**config.mk**
```make
export PLATFORM = sky130hd
export DESIGN_NAME = wdt_core
export DESIGN_NICKNAME = d
export VERILOG_FILES = /design/src/logic/wdt_pkg.sv /design/src/logic/wdt_core.sv
export SDC_FILE = /design/constraint.sdc
export NUM_CORES = 1
export LEC_CHECK = 0
export ABC_AREA = 1
export ABC_CLOCK_PERIOD_IN_PS = 2450
export BUFFER_PORTS_ARGS = -buffer_cell sky130_fd_sc_hd__clkbuf_2
export CORE_ASPECT_RATIO = 0.7
export CORE_MARGIN = 4
export CORE_UTILIZATION = 59
export DETAILED_ROUTE_END_ITERATION = 10
export HOLD_SLACK_MARGIN = 0.1
export PLACE_DENSITY = 0.85
export SYNTH_ARGS = -nofsm -noshare
export SYNTH_HDL_FRONTEND = slang
export SYNTH_SLANG_ARGS = --single-unit
```
**constraint.sdc**
```tcl
create_clock -name ref_clk -period 2.45 [get_ports ref_clk]
set_input_delay 0.49 -clock ref_clk [delete_from_list [all_inputs] [get_ports ref_clk]]
set_output_delay 0.49 -clock ref_clk [all_outputs]
set_load 0.005 [all_outputs]
```
**src/logic/wdt_pkg.sv**
```systemverilog
// package for the watchdog timer core: register map, fields, reset values
// assumes a single 100 MHz ref_clk domain and a plain register port
package wdt_pkg;

    // register map
    localparam logic [3:0] ADDR_CTRL       = 4'h0;
    localparam logic [3:0] ADDR_IRQ_STAT   = 4'h4;
    localparam logic [3:0] ADDR_IRQ_MASK   = 4'h8;
    localparam logic [3:0] ADDR_STATE      = 4'hc;

    // control register fields
    localparam int         CTRL_SOFT_ON_BIT = 0;
    localparam int         CTRL_PSEL_LSB    = 1;
    localparam logic [4:0] PSEL_RESET       = 5'h0b;
    localparam logic [4:0] PSEL_MAX_CODE    = 5'h12;
    localparam int         PSEL_BASE_SHIFT  = 5;

    // mode configuration encodings
    localparam logic [1:0] MODE_OFF         = 2'h0;
    localparam logic [1:0] MODE_SOFTWARE    = 2'h1;
    localparam logic [1:0] MODE_NO_SLEEP    = 2'h2;
    localparam logic [1:0] MODE_ALWAYS      = 2'h3;

    // interrupt status bits
    localparam int         IRQ_TIMEOUT_BIT  = 0;
    localparam int         IRQ_WAKE_BIT     = 1;

    // counter width: 2^23 ticks need 24 bits
    localparam int         CNT_W            = 24;

endpackage
```
**src/logic/wdt_core.sv**
```systemverilog
// watchdog timer core counting ticks of the low frequency oscillator
// assumes osc tick is an async level toggling at 31 kHz; core pulses sync
//
// Operation
// - count only low_freq_int_osc ticks
// - mode 11 active always, sleep too
// - mode 10 active awake, off asleep
// - mode 01 follows soft_wd_on bit
// - soft bit ignored otherwise; 00 off
// - period code sets 2^(5+code) ratio
// - reserved codes give 1:32 minimum
// - period code resets to 01011
// - clear on reset, instruction, osc fail
// - clear on sleep entry, resume counting
// - clear on wake, hold during startup
// - held clear while disabled
// - oscillator divider change leaves count
// - sleep timeout wakes, clears flags, no reset
// - upper two control bits read zero
// - awake timeout resets device
//
// Added by the designer: the plain strobed port and the register addresses.
`timescale 1ns/1ps

module wdt_core (
    // clock and reset
    input  wire logic        ref_clk,
    input  wire logic        rst_n,
    // oscillator and configuration
    input  wire logic        low_freq_int_osc,
    input  wire logic [1:0]  wd_mode_cfg,
    input  wire logic        int_osc_divider_chg,
    // processor core events, same clock
    input  wire logic        wd_clear_instr,
    input  wire logic        sleep_enter,
    input  wire logic        sleep_exit,
    input  wire logic        sleeping,
    input  wire logic        osc_startup_timer,
    input  wire logic        osc_fail,
    // register port
    input  wire logic [3:0]  reg_addr,
    input  wire logic [7:0]  reg_wdata,
    input  wire logic        reg_wr,
    input  wire logic        reg_rd,
    output logic      [7:0]  reg_rdata,
    // results
    output logic             wd_reset_req,
    output logic             wd_wake_req,
    output logic             timeout_flag,
    output logic             powerdown_flag,
    output logic             irq
);

    ////////////////////////////////////////////////////////////////////////
    // registers
    logic                        osc_s1_ff;
    logic                        osc_s2_ff;
    logic                        osc_s3_ff;
    logic                        soft_wd_on_ff;
    logic [4:0]                  wd_period_sel_ff;
    logic [wdt_pkg::CNT_W-1:0]   cnt_ff;
    logic [wdt_pkg::CNT_W-1:0]   nxt_cnt;
    logic [1:0]                  irq_stat_ff;
    logic [1:0]                  irq_mask_ff;
    logic                        tick;
    logic                        active;
    logic                        hold_clear;
    logic                        expired;
    logic [wdt_pkg::CNT_W-1:0]   limit;
    logic [1:0]                  nxt_stat;

    ////////////////////////////////////////////////////////////////////////
    // oscillator synchroniser; the only time base
    always_ff @(posedge ref_clk or negedge rst_n) begin
        if (!rst_n) begin
            osc_s1_ff <= 1'b0;
            osc_s2_ff <= 1'b0;
            osc_s3_ff <= 1'b0;
        end else begin
            osc_s1_ff <= low_freq_int_osc;
            osc_s2_ff <= osc_s1_ff;
            osc_s3_ff <= osc_s2_ff;
        end
    end

    assign tick = osc_s2_ff & ~osc_s3_ff;

    ////////////////////////////////////////////////////////////////////////
    // mode decode
    always_comb begin
        case (wd_mode_cfg)
            wdt_pkg::MODE_ALWAYS:   active = 1'b1;
            wdt_pkg::MODE_NO_SLEEP: active = ~sleeping;
            wdt_pkg::MODE_SOFTWARE: active = soft_wd_on_ff;
            wdt_pkg::MODE_OFF:      active = 1'b0;
            default:                active = 1'b0;
        endcase
    end

    // limit: reserved codes fall back to the shortest period
    always_comb begin
        if (wd_period_sel_ff > wdt_pkg::PSEL_MAX_CODE) begin
            limit = wdt_pkg::CNT_W'(1) << wdt_pkg::PSEL_BASE_SHIFT;
        end else begin
            limit = wdt_pkg::CNT_W'(1)
                    << (wdt_pkg::PSEL_BASE_SHIFT + 32'(wd_period_sel_ff));
        end
    end

    // divider change is not an input to clearing at all
    assign hold_clear = ~active
                      | wd_clear_instr | osc_fail
                      | sleep_enter
                      | sleep_exit | osc_startup_timer;

    assign expired = tick && (cnt_ff == limit - 1'b1);

    ////////////////////////////////////////////////////////////////////////
    // counter; int_osc_divider_chg deliberately unused
    always_comb begin
        nxt_cnt = cnt_ff;
        if (hold_clear || expired) begin
            nxt_cnt = '0;
        end else if (tick) begin
            nxt_cnt = cnt_ff + 1'b1;
        end
    end

    always_ff @(posedge ref_clk or negedge rst_n) begin
        if (!rst_n) begin
            cnt_ff <= '0;
        end else begin
            cnt_ff <= nxt_cnt;
        end
    end

    ////////////////////////////////////////////////////////////////////////
    // time-out outcome: reset when awake, wake when asleep
    always_ff @(posedge ref_clk or negedge rst_n) begin
        if (!rst_n) begin
            wd_reset_req <= 1'b0;
            wd_wake_req  <= 1'b0;
        end else begin
            wd_reset_req <= expired && !hold_clear && !sleeping;
            wd_wake_req  <= expired && !hold_clear && sleeping;
        end
    end

    // status flags: time-out clears flag, power-down flag follows sleep
    always_ff @(posedge ref_clk or negedge rst_n) begin
        if (!rst_n) begin
            timeout_flag   <= 1'b1;
            powerdown_flag <= 1'b1;
        end else if (expired && !hold_clear) begin
            timeout_flag   <= 1'b0;
            powerdown_flag <= ~sleeping;
        end else if (sleep_enter) begin
            timeout_flag   <= 1'b1;
            powerdown_flag <= 1'b0;
        end else if (wd_clear_instr) begin
            timeout_flag   <= 1'b1;
            powerdown_flag <= 1'b1;
        end
    end

    ////////////////////////////////////////////////////////////////////////
    // control register
    always_ff @(posedge ref_clk or negedge rst_n) begin
        if (!rst_n) begin
            soft_wd_on_ff    <= 1'b0;
            wd_period_sel_ff <= wdt_pkg::PSEL_RESET;
        end else if (reg_wr && reg_addr == wdt_pkg::ADDR_CTRL) begin
            soft_wd_on_ff    <= reg_wdata[wdt_pkg::CTRL_SOFT_ON_BIT];
            wd_period_sel_ff <= reg_wdata[wdt_pkg::CTRL_PSEL_LSB +: 5];
        end
    end

    ////////////////////////////////////////////////////////////////////////
    // interrupt status: set wins over clear-on-read
    always_comb begin
        nxt_stat = irq_stat_ff;
        if (reg_rd && reg_addr == wdt_pkg::ADDR_IRQ_STAT) begin
            nxt_stat = 2'h0;
        end
        if (expired && !hold_clear) begin
            nxt_stat[wdt_pkg::IRQ_TIMEOUT_BIT] = 1'b1;
            nxt_stat[wdt_pkg::IRQ_WAKE_BIT]    =
                nxt_stat[wdt_pkg::IRQ_WAKE_BIT] | sleeping;
        end
    end

    always_ff @(posedge ref_clk or negedge rst_n) begin
        if (!rst_n) begin
            irq_stat_ff <= 2'h0;
            irq_mask_ff <= 2'h0;
            irq         <= 1'b0;
        end else begin
            irq_stat_ff <= nxt_stat;
            if (reg_wr && reg_addr == wdt_pkg::ADDR_IRQ_MASK) begin
                irq_mask_ff <= reg_wdata[1:0];
            end
            irq <= |(nxt_stat & irq_mask_ff);
        end
    end

    ////////////////////////////////////////////////////////////////////////
    // read data, one cycle after the strobe; unmapped reads zero
    always_ff @(posedge ref_clk or negedge rst_n) begin
        if (!rst_n) begin
            reg_rdata <= 8'h00;
        end else if (reg_rd) begin
            case (reg_addr)
                wdt_pkg::ADDR_CTRL:
                    reg_rdata <= {2'h0, wd_period_sel_ff, soft_wd_on_ff};
                wdt_pkg::ADDR_IRQ_STAT: reg_rdata <= {6'h00, irq_stat_ff};
                wdt_pkg::ADDR_IRQ_MASK: reg_rdata <= {6'h00, irq_mask_ff};
                wdt_pkg::ADDR_STATE:
                    reg_rdata <= {4'h0, timeout_flag, powerdown_flag,
                                  sleeping, active};
                default:                reg_rdata <= 8'h00;
            endcase
        end else begin
            reg_rdata <= 8'h00;
        end
    end

endmodule

```
======== Word-level counts from Yosys, hierarchy flattened ========
Index checks and enable logic that the tools add are counted.
word-level totals
  RAM bits ................................ 0
  latch bits .............................. 0
  output and inout bits ................... 13
  ROM bits ................................ 0
  memories kept ........................... 0
  logic and storage cells ................. 65
  bits in registers ....................... 50
cells by class
  add/sub/neg operators ................... 3
  reductions and logical operators ........ 15
  bitwise operators ....................... 11
  $mul .................................... 0
  divide/modulo/power cells ............... 0
  eq/ne operators ......................... 7
  muxes and demuxes ....................... 13
  magnitude comparators ................... 1
  shift operators ......................... 1
operators with widths
  kind                                                   count
  2-to-1 mux 24 bit                                      3
  adder 24 x 1 -> 24 bit (second input constant)         1
  == test 24 bit                                         1
  case mux 6 bit (4 select lines)                        1
  << shifter 1 x 6 -> 24 bit (first input constant)      1
  subtractor 24 x 1 -> 24 bit (second input constant)    1
  == test 4 bit (second input constant)                  2
  2-to-1 mux 8 bit                                       1
  logical AND 1 bit                                      7
  adder 3 x 5 -> 6 bit (first input constant)            1
  OR 1 bit                                               6
  greater-than comparator 5 bit (second input constant)  1
  2-to-1 mux 1 bit                                       5
  == test 2 bit (second input constant)                  2
  == test 4 x 3 -> 1 bit (second input constant)         1
  logical NOT 4 bit                                      1
  2-to-1 mux 2 bit                                       2
  case mux 1 bit (4 select lines)                        1
  inverter 1 bit                                         3
  nonzero test 3 bit                                     1
  AND 2 bit                                              1
  == test 2 x 1 -> 1 bit (second input constant)         1
  logical NOT 1 bit                                      2
  logical NOT 2 bit                                      1
  other kinds (4)                                        4

======== Logic depth before layout (Yosys ltp) ========
Gate-level depths: netlist (run 1).
  depth after elaboration ................. 13
  gate-level depth with buffers ........... 19
  depth with buffers taken out ............ 18

======== Least setup slack after synthesis (run 1) ========
No wires, ideal clock.
  kind .................................... reg-to-reg
  start point ............................. register wd_period_sel_ff[1]
  end point ............................... register cnt_ff[20] in the netlist's numbering
  path buffers ............................ 2
  data required time ...................... 2.320 ns
  stages on the path, launching flop included .. 18
  arrival ................................. 2.115 ns
  slack ................................... 0.205 ns
  path through ............................ dfstp_2 > buf_4 > inv_2 > nand2_1 > nor2_1 > nand2_1 > nand2_1 > nor2_2 > nand2_1 > nor2_1 > nand3b_1 > nand2_1 > nand3_1 > nor2_4 > nand2_2 > nand2_4 > buf_6 > nor3_2
on the way
  longest elaborated chain between the ends .. 8
  elaborated cells on any way between the ends .. 10
  those cells by class .................... 2 x add/sub; 1 x order compare; 1 x eq/ne; 1 x shift; 2 x mux; 3 x reduce/logical
ends and longest elaborated chain
  element                                                         RTL line         source
  start, declared                                                 wdt_core.sv:60   logic [4:0] wd_period_sel_ff;
  start signal, assigned                                          wdt_core.sv:171  wd_period_sel_ff <= wdt_pkg::PSEL_RESET;
  start signal, assigned                                          wdt_core.sv:174  wd_period_sel_ff <= reg_wdata[wdt_pkg::CTRL_PSEL_LSB +: 5];
  adder 3 x 5 -> 6 bit                                            wdt_core.sv:106  << (wdt_pkg::PSEL_BASE_SHIFT + 32'(wd_period_sel_ff));
  << shifter 1 x 6 -> 24 bit                                      wdt_core.sv:105  limit = wdt_pkg::CNT_W'(1)
  2-to-1 mux 24 bit *                                             wdt_core.sv:102  if (wd_period_sel_ff > wdt_pkg::PSEL_MAX_CODE) begin
  subtractor 24 x 1 -> 24 bit *                                   wdt_core.sv:116  assign expired = tick && (cnt_ff == limit - 1'b1);
  == test 24 bit *                                                wdt_core.sv:116
  logical AND 1 bit *                                             wdt_core.sv:116
  logical OR 1 bit *                                              wdt_core.sv:122  if (hold_clear || expired) begin
  2-to-1 mux 24 bit / nonzero test 2 bit (equally long branches)  n/a
  end signal, assigned                                            wdt_core.sv:133  cnt_ff <= nxt_cnt;
  end, declared                                                   wdt_core.sv:61   logic [wdt_pkg::CNT_W-1:0] cnt_ff;
Every way passes the cells marked *; elsewhere a longest branch is shown, timed or not.
A chain may end at the register's enable or synchronous reset.

======== Worst setup path in the final report (run 1) ========
  start point ............................. register wd_period_sel_ff[0]
  end point ............................... register cnt_ff[15] in the netlist's numbering
The elaborated chain is that of the path after synthesis.

==> results of run 1 <==
-- layout make-up --
cell class | count | area share (%)
Tap cell | 75 | 2.123
Clock inverter | 2 | 0.8777
Multi-Input combinational cell | 394 | 52.07
Clock buffer | 6 | 1.869
Timing Repair Buffer | 65 | 9.626
Sequential cell | 48 | 27.35
Inverter | 71 | 6.087
-- routing by layer --
layer	GRT usage, %	up-vias	wire length (microns)
li1	-	1788	-
met1	42.27	1736	4666
met2	39.50	244	4806
met3	3.916	27	1083
met4	6.278	0	231
met5	0	-	0
-- power groups by stage --
stage / Sequential [W] / Clock [W] / Combinational, W
finish: 0.000893 / 0.000618 / 0.000864
CTS: 0.000879 / 0.000627 / 0.000660
global route: 0.000895 / 0.000665 / 0.000930
floorplan: 0.000875 / 0 / 0.000455
detailed placement: 0.000898 / 0 / 0.000629
global placement: 0.000896 / 0 / 0.000608
-- worst max-delay path, cell delays in order (launching register included) --
cell and delay (ns):
dfstp_2 0.70, nor2_2 0.11, nand3_2 0.13, nand2_2 0.10, nor2_4 0.15, nand2_1 0.11, nor2_4 0.20, nand2_1 0.07
nand2_1 0.07, nand2_1 0.05, inv_1 0.06, nand3_2 0.09, nor2_4 0.22, a21boi_4 0.09, buf_12 0.15, o21ai_1 0.09
nor2_1 0.06
-- synth_stat cells (all sizes together) --
master	count
nand2	140
clkbuf	3
nor2	87
o211ai	3
ha	2
or2	3
a21boi	1
o21ai	14
nor3	17
buf	6
nand4	17
dfstp	5
inv	71
conb	2
nor4	4
o22ai	2
a221oi	1
xnor2	2
nor3b	7
a31oi	1
dfrtp	43
o31ai	1
o21bai	3
nand3b	3
a21oi	16
xor2	20
nand3	45
-- sequential cells by signal (all words and copies together) (netlist names), 2 cells and up --
name,count
irq_mask_ff,2
wd_period_sel_ff,5
cnt_ff,24
reg_rdata,6
irq_stat_ff,2
-- repair_timing --
| action | in CTS | in global routing |
|---|---|---|
| endpoints found under the setup margin | 24 | 31 |
| pin swaps | 2 | 18 |
| hold endpoints to repair | 0 | 0 |
| cloned | 0 | 1 |
| setup buffers | 4 | 6 |
| resized for setup | 4 | 76 |
| hold buffers | 0 | 0 |
-- per-stage QoR --
step           setup TNS [ns]  worst slack, ns  instances
2_1_floorplan               0           0.2048        521
3_3_place_gp                0         0.002557        642
3_5_place_dp          -0.4981         -0.05267        642
4_1_cts                     0         0.004855        654
5_1_grt                -5.203          -0.2344        661
6_report               -1.412          -0.1141        661
-- cell families after synthesis --
logic type / share of synthesized area [%]
AND/OR/NAND/NOR: 42.80
buffers and inverters: 9.262
flip-flops: 34.24
AO/OA/AOI/OAI: 7.310
XOR/XNOR: 5.465
adder cells (fa/ha/maj): 0.7096
other: 0.2130
-- how the worst max path moves through the flow --
stage	to	slack (ns)	cells after the start
detailed placement	cnt_ff[5]$_DFFE_PN0P_	-0.05	14
CTS	cnt_ff[15]$_DFFE_PN0P_	0.005	18
finish	cnt_ff[15]$_DFFE_PN0P_	-0.11	16
global placement	cnt_ff[13]$_DFFE_PN0P_	0.003	15
global route	cnt_ff[15]$_DFFE_PN0P_	-0.23	16
floorplan	cnt_ff[20]$_DFFE_PN0P_	0.20	17
==> summary.md, run 1 <==
| Metric | Value |
|---|---|
| Status | finished with violations |
| Failing checks | setup timing |
| Final worst slack | -0.1141 ns |
| Sw Pwr | 0.0009021 W |
| Post-Route WL | 10.79 mm |
| Sequential standard cell area | 0.001209 sq mm |
| IO Pins | 39 |
| Die area | 0.007297 sq mm |
| Vias in the first global route | 3282 |
| Crit-path max FO | 9 |
| Post-synthesis instance area | 0.003526 sq mm |
| Synthesized area per cell | 6.794 sq um |
| Die width | 100.4 microns |
| Worst Path Required | 2.65 ns |
| Switching share of power | 38.00% |
| Avg WL per Cell | 16.32 microns |
| Register area share after synthesis | 34.24% |
| Max-cap violation count | 0 |
| Mean number of vias per cell | 5.741 |
| Nets | 613 |
| Period minus WS final | 2.564 ns |
| Worst Tran Pin Value | 0.6306 ns |
| FILL cells | 400 |
| Worst reg2reg path depth | 16 |
| Register-to-register setup slack | -0.11 ns |
| N_diodes | 0 |
| Gr usage total | 27.04% |
| R2R Path End | cnt_ff[15]$_DFFE_PN0P_ |
| Peak supply drop | 0.3204 mV |
| Initial DRC Count | 403 |
| Synth warn | 0 |
| #FFs+latches synth | 48 |
| Final setup fails | 28 |
| Min-delay worst type | input pin to asynchronous set/reset pin |
| Critical Path AT | 2.76 ns |
| Fin. Hold Viols | 0 |
| Port bufs | 33 |
| Htree depth | 2 |
| GPL Wtd Cong | 1.002 |
| First-pass GRT wire length | 15.55 mm |
| Area Growth Syn to Fin | 25.34% |
| Crit path launch | wd_period_sel_ff[0]$_DFFE_PN1P_ |
| Total grt overflow | 0 |
| Core box area | 0.005756 sq mm |
| Biggest area consumer among synthesized cells | dfrtp_1 |
| Leakage | 2.049 nW |
| PD cells | 537.2 mW/mm^2 |
| DP Wirelength | 7.472 mm |
| WS Path Type | flip-flop to flip-flop |
| Slew Viols, Final | 0 |
| Die Height | 72.68 microns |
| Reg clk slew, reported paths | 0.10 ns |
| Largest net degree at the start of global routing | 49 |
| Clk_lat worst skew | 0.31 ns |
| Clock Skews | 0.008259 ns |
| Commonest cells after routing, fill and taps aside | nand2_1 (118), inv_1 (64), nor2_1 (61) |
| Syn Inst Count | 519 |
| Fmax | 0.3900 GHz |
| Post-route cell area | 0.004419 sq mm |
| RSZ-0062 raised after global routing | true |
| Crit end category | flip-flop |
| Sequential share of power | 37.6% |
| Share of cells above drive strength 1 | 29.18% |
| Reg-to-Reg Start | wd_period_sel_ff[0]$_DFFE_PN1P_ |
| Final Cycle Share | 104.7% |
| Max-slew headroom | 57.96% |
| Multi-input gate area | 0.002301 sq mm |
| Commonest non-fill, non-tap cell in the layout | nand2_1 |
| Top post-synthesis cells by area | dfrtp_1 (31%), nand2_1 (14%), nor2_1 (8.3%) |
| Area share of the largest cell type after synthesis | 30.52% |
| Hold WS | 0.2649 ns |
| CTS max path bufs | 2 |
| Clock sinks | 48 |
| Util after Layout | 76.78% |
| Count of different cell masters after synthesis | 40 |
| Logic pwr share | 36.4% |
| Row Count | 23 |
| Number of CTS-inserted buffers | 5 |
| Total power | 0.002374 W |
| Via count of the routed design | 3795 |
| DR pass1 iterations | 5 |
| Initial antenna violation count | 0 |
| TritonCTS clock tree | yes |
| Internal power | 0.001472 W |
| Starting density of the core | 61.26% |
| Critical Path Start Type | flip-flop |
| Cell Area, Placed | 0.003897 sq mm |
| Drt drc | 0 |
| Root buf cell | clkbuf_8 |
| Antenna-violating nets left | 0 |
| Clock Power Share | 26.0% |
No activity file was read; power rests on OpenSTA's default activity.
==> run 2: changes to the inputs <==
ABC_CLOCK_PERIOD_IN_PS = 3000   (was 2450)
CORE_UTILIZATION = 50   (was 59)
PLACE_DENSITY = 0.75   (was 0.85)
clock period = 3 ns   (was 2.45 ns; I/O delays follow)
==> run 2 against run 1 <==
  * Worst setup slack improved by 0.47 ns
  * Critical endpoint is now cnt_ff[14]$_DFFE_PN0P_
  * Total power fell by 32%
  * Highest routed layer unchanged
  * Sequential share of layout area rose by 3.6 points
  * The flow now finishes without violations
==> summary.md, run 2 (synthesized netlist as in run 1, its figures left out) <==
| Metric | Value |
|---|---|
| Status | finished clean |
| Max-cap violation count | 0 (unchanged) |
| Hold Buf Count CTS | 0 (unchanged) |
| WS Path Type | flip-flop to flip-flop |
| Clock sinks | 48 (unchanged) |
| Commonest non-fill, non-tap cell in the layout | nand2_1 |
| Crit-path slowest cell | dfstp_2 |
| Drt drc | 0 (unchanged) |
| Setup TNS | 0 ns (+1.412 ns) |
| PD cells | 416.6 mW/mm^2 (-22%) |
| Worst Path Required | 3.19 ns (+0.54 ns) |
| Worst reg2reg path depth | 13 (-3) |
| Initial antenna violation count | 0 (unchanged) |
| Initial DRC Count | 319 (-21%) |
| Number of CTS-inserted buffers | 5 (unchanged) |
| Crit path depth | 13 (-3) |
| Avg WL per Cell | 13.50 microns (-17%) |
| Clock Skews | 0.01293 ns (+0.004667 ns) |
| Leakage | 1.858 nW (-9.3%) |
| Critical Path Max Stage Delay | 0.71 ns (about the same) |
| Period minus WS final | 2.647 ns (+0.08268 ns) |
| Antenna-violating nets left | 0 (unchanged) |
| Commonest cells after routing, fill and taps aside | nand2_1 (135), nor2_1 (78), inv_1 (65) |
| Post-CTS Setup Bufs | 0 (-4) |
| Die area | 0.008481 sq mm (+16%) |
| RSZ-0062 raised after global routing | false |
| Worst Path Buf+Inv | 0 (-2) |
| Clock Power Share | 25.9% (about the same) |
| IO Pins | 39 (unchanged) |
| Post-CTS sizing | 0 (-4) |
| Worst Tran Pin Value | 0.5949 ns (-0.03565 ns) |
| Crit path cell chain | nor2_4, nand3_1, nand2_1, nand2_2, nand2_2, nor2_4, nand2_1, xor2_1, nand3_1, nor2_4, nand2_2, nand2_4, nor3b_1 |
| Starting density of the core | 51.94% (-9.3 points) |
| Logic pwr share | 29.3% (-7.1 points) |
| CP delay by family, top | simple AND/OR/NAND/NOR gates |
| Min-delay worst type | input pin to asynchronous set/reset pin |
| Row Count | 25 (+8.7%) |
| Sw Pwr | 0.0006020 W (-33%) |
| First-pass GRT wire length | 15.13 mm (-2.7%) |
| Internal power | 0.001022 W (-31%) |
| Slew Viols, Final | 0 (unchanged) |
| Max FFs per register | 24 (unchanged) |
| Largest register by flop count | cnt_ff |
| Biggest regs | cnt_ff: 24 flops, reg_rdata: 6 flops, wd_period_sel_ff: 5 flops |
| Fmax | 0.3778 GHz (-3.1%) |
| Area Growth Syn to Fin | 10.54% |
| Critical Path AT | 2.84 ns (+0.08 ns) |
| Crit-path max FO | 15 (+6) |
| Final setup fails | 0 (-100%) |
| Post-Route WL | 8.818 mm (-18%) |
| DP Wirelength | 7.167 mm (-4.1%) |
| Port bufs | 33 (unchanged) |
| Nets | 586 (-4.4%) |
| Switching share of power | 37.08% (-0.92 points) |
| Die width | 108.4 microns (+7.9%) |
| Vias in the first global route | 3198 (-2.6%) |
| Sequential share of power | 44.8% (+7.2 points) |
| Gr usage total | 22.38% (-4.7 points) |
| N_diodes | 0 (unchanged) |
| GPL Wtd Cong | 0.9351 (-6.7%) |
| TritonCTS clock tree | yes |
| Mean number of vias per cell | 5.412 (-5.7%) |
| Root buf cell | clkbuf_8 |
| Die Height | 78.26 microns (+7.7%) |
| Post-route cell area | 0.003897 sq mm (-12%) |
| Htree depth | 2 (unchanged) |
| Total grt overflow | 0 (unchanged) |
| Max-slew headroom | 60.34% (+2.4 points) |
| Crit end category | flip-flop |
| Peak supply drop | 0.2237 mV (-30%) |
| Clk_lat worst skew | 0.30 ns (about the same) |
| Fin. Hold Viols | 0 (unchanged) |
| Share of cells above drive strength 1 | 15.74% (-13 points) |
| Critical Path Start Type | flip-flop |
| Cell Area, Placed | 0.003801 sq mm (-2.5%) |
| DR pass1 iterations | 7 (+2) |
| Final Cycle Share | 88.22% (-16 points) |
| Core box area | 0.006788 sq mm (+18%) |
| CTS max path bufs | 2 (unchanged) |
| Largest net degree at the start of global routing | 25 (-49%) |
| Via count of the routed design | 3534 (-6.9%) |
| Reg clk slew, reported paths | 0.10 ns (about the same) |
[run 2: cell types whose count changed in the layout (fill, tap and decap cells not counted), moves of 10 or more]
cell | before | now
nor2_1 | 61 | 78
nand3_1 | 33 | 44
nand2_2 | 17 | 4
buf_4 | 29 | 6
nand3_2 | 11 | 1
nand2_1 | 118 | 135
[run 2: cell type report]
cell class	count	area (sq um)
Tap cell	94	117.6
Sequential cell	48	1207
Clock buffer	6	82.58
Inverter	71	266.5
Clock inverter	2	13.76
Timing Repair Buffer	39	210.2
Fill cell	666	2890
Multi-Input combinational cell	393	1999
[run 2: power groups by stage]
stage	Clock, W	Combinational [W]	Sequential (W)
5_1_grt	0.000457	0.000544	0.000733
3_3_place_gp	0	0.000455	0.000738
6_report	0.000420	0.000475	0.000728
3_5_place_dp	0	0.000466	0.000740
4_1_cts	0.000429	0.000468	0.000727
2_1_floorplan	0	0.000371	0.000714
[run 2: per-layer routing]
| layer | up-vias | GRT usage, % | part of all wire [%] |
|---|---|---|---|
| met5 | - | 0 | 0 |
| met4 | 0 | 6.431 | 1.5 |
| met3 | 15 | 4.191 | 7.9 |
| met2 | 139 | 31.51 | 41 |
| met1 | 1650 | 34.54 | 50 |
| li1 | 1730 | - | - |
[run 2: per-stage QoR]
step                util, %  setup WS [ns]  power, W  instances  hold slack (ns)
floorplan                 -         0.7548  0.001086        521           0.3044
CTS                   57.42         0.3666  0.001623        653           0.2992
global placement      56.00         0.4482  0.001193        645           0.3440
global route          57.42         0.1180  0.001734        653           0.3248
detailed placement    56.00         0.3916  0.001205        645           0.3449
finish                57.42         0.3533  0.001624        653           0.2765
[run 2: worst paths after layout]
path                                            startpoint                               to  slack, ns
max                        wd_period_sel_ff[0]$_DFFE_PN1P_           cnt_ff[14]$_DFFE_PN0P_       0.35
min                                                  rst_n  wd_period_sel_ff[4]$_DFFE_PN0P_       0.28
max reg2reg                wd_period_sel_ff[0]$_DFFE_PN1P_           cnt_ff[14]$_DFFE_PN0P_       0.35
min reg2reg                            osc_s1_ff$_DFF_PN0_              osc_s2_ff$_DFF_PN0_       0.37
max in group asynchronous                            rst_n         timeout_flag$_DFFE_PN1P_       2.06
min in group ref_clk                   osc_s1_ff$_DFF_PN0_              osc_s2_ff$_DFF_PN0_       0.37
[run 2: worst register-to-register path, stage by stage, from the launching register on]
cell     delay (ns)
dfstp_2        0.71
nor2_4         0.10
nand3_1        0.08
nand2_1        0.10
nand2_2        0.16
nand2_2        0.13
nor2_4         0.16
nand2_1        0.08
xor2_1         0.23
nand3_1        0.17
nor2_4         0.24
nand2_2        0.09
nand2_4        0.21
nor3b_1        0.09
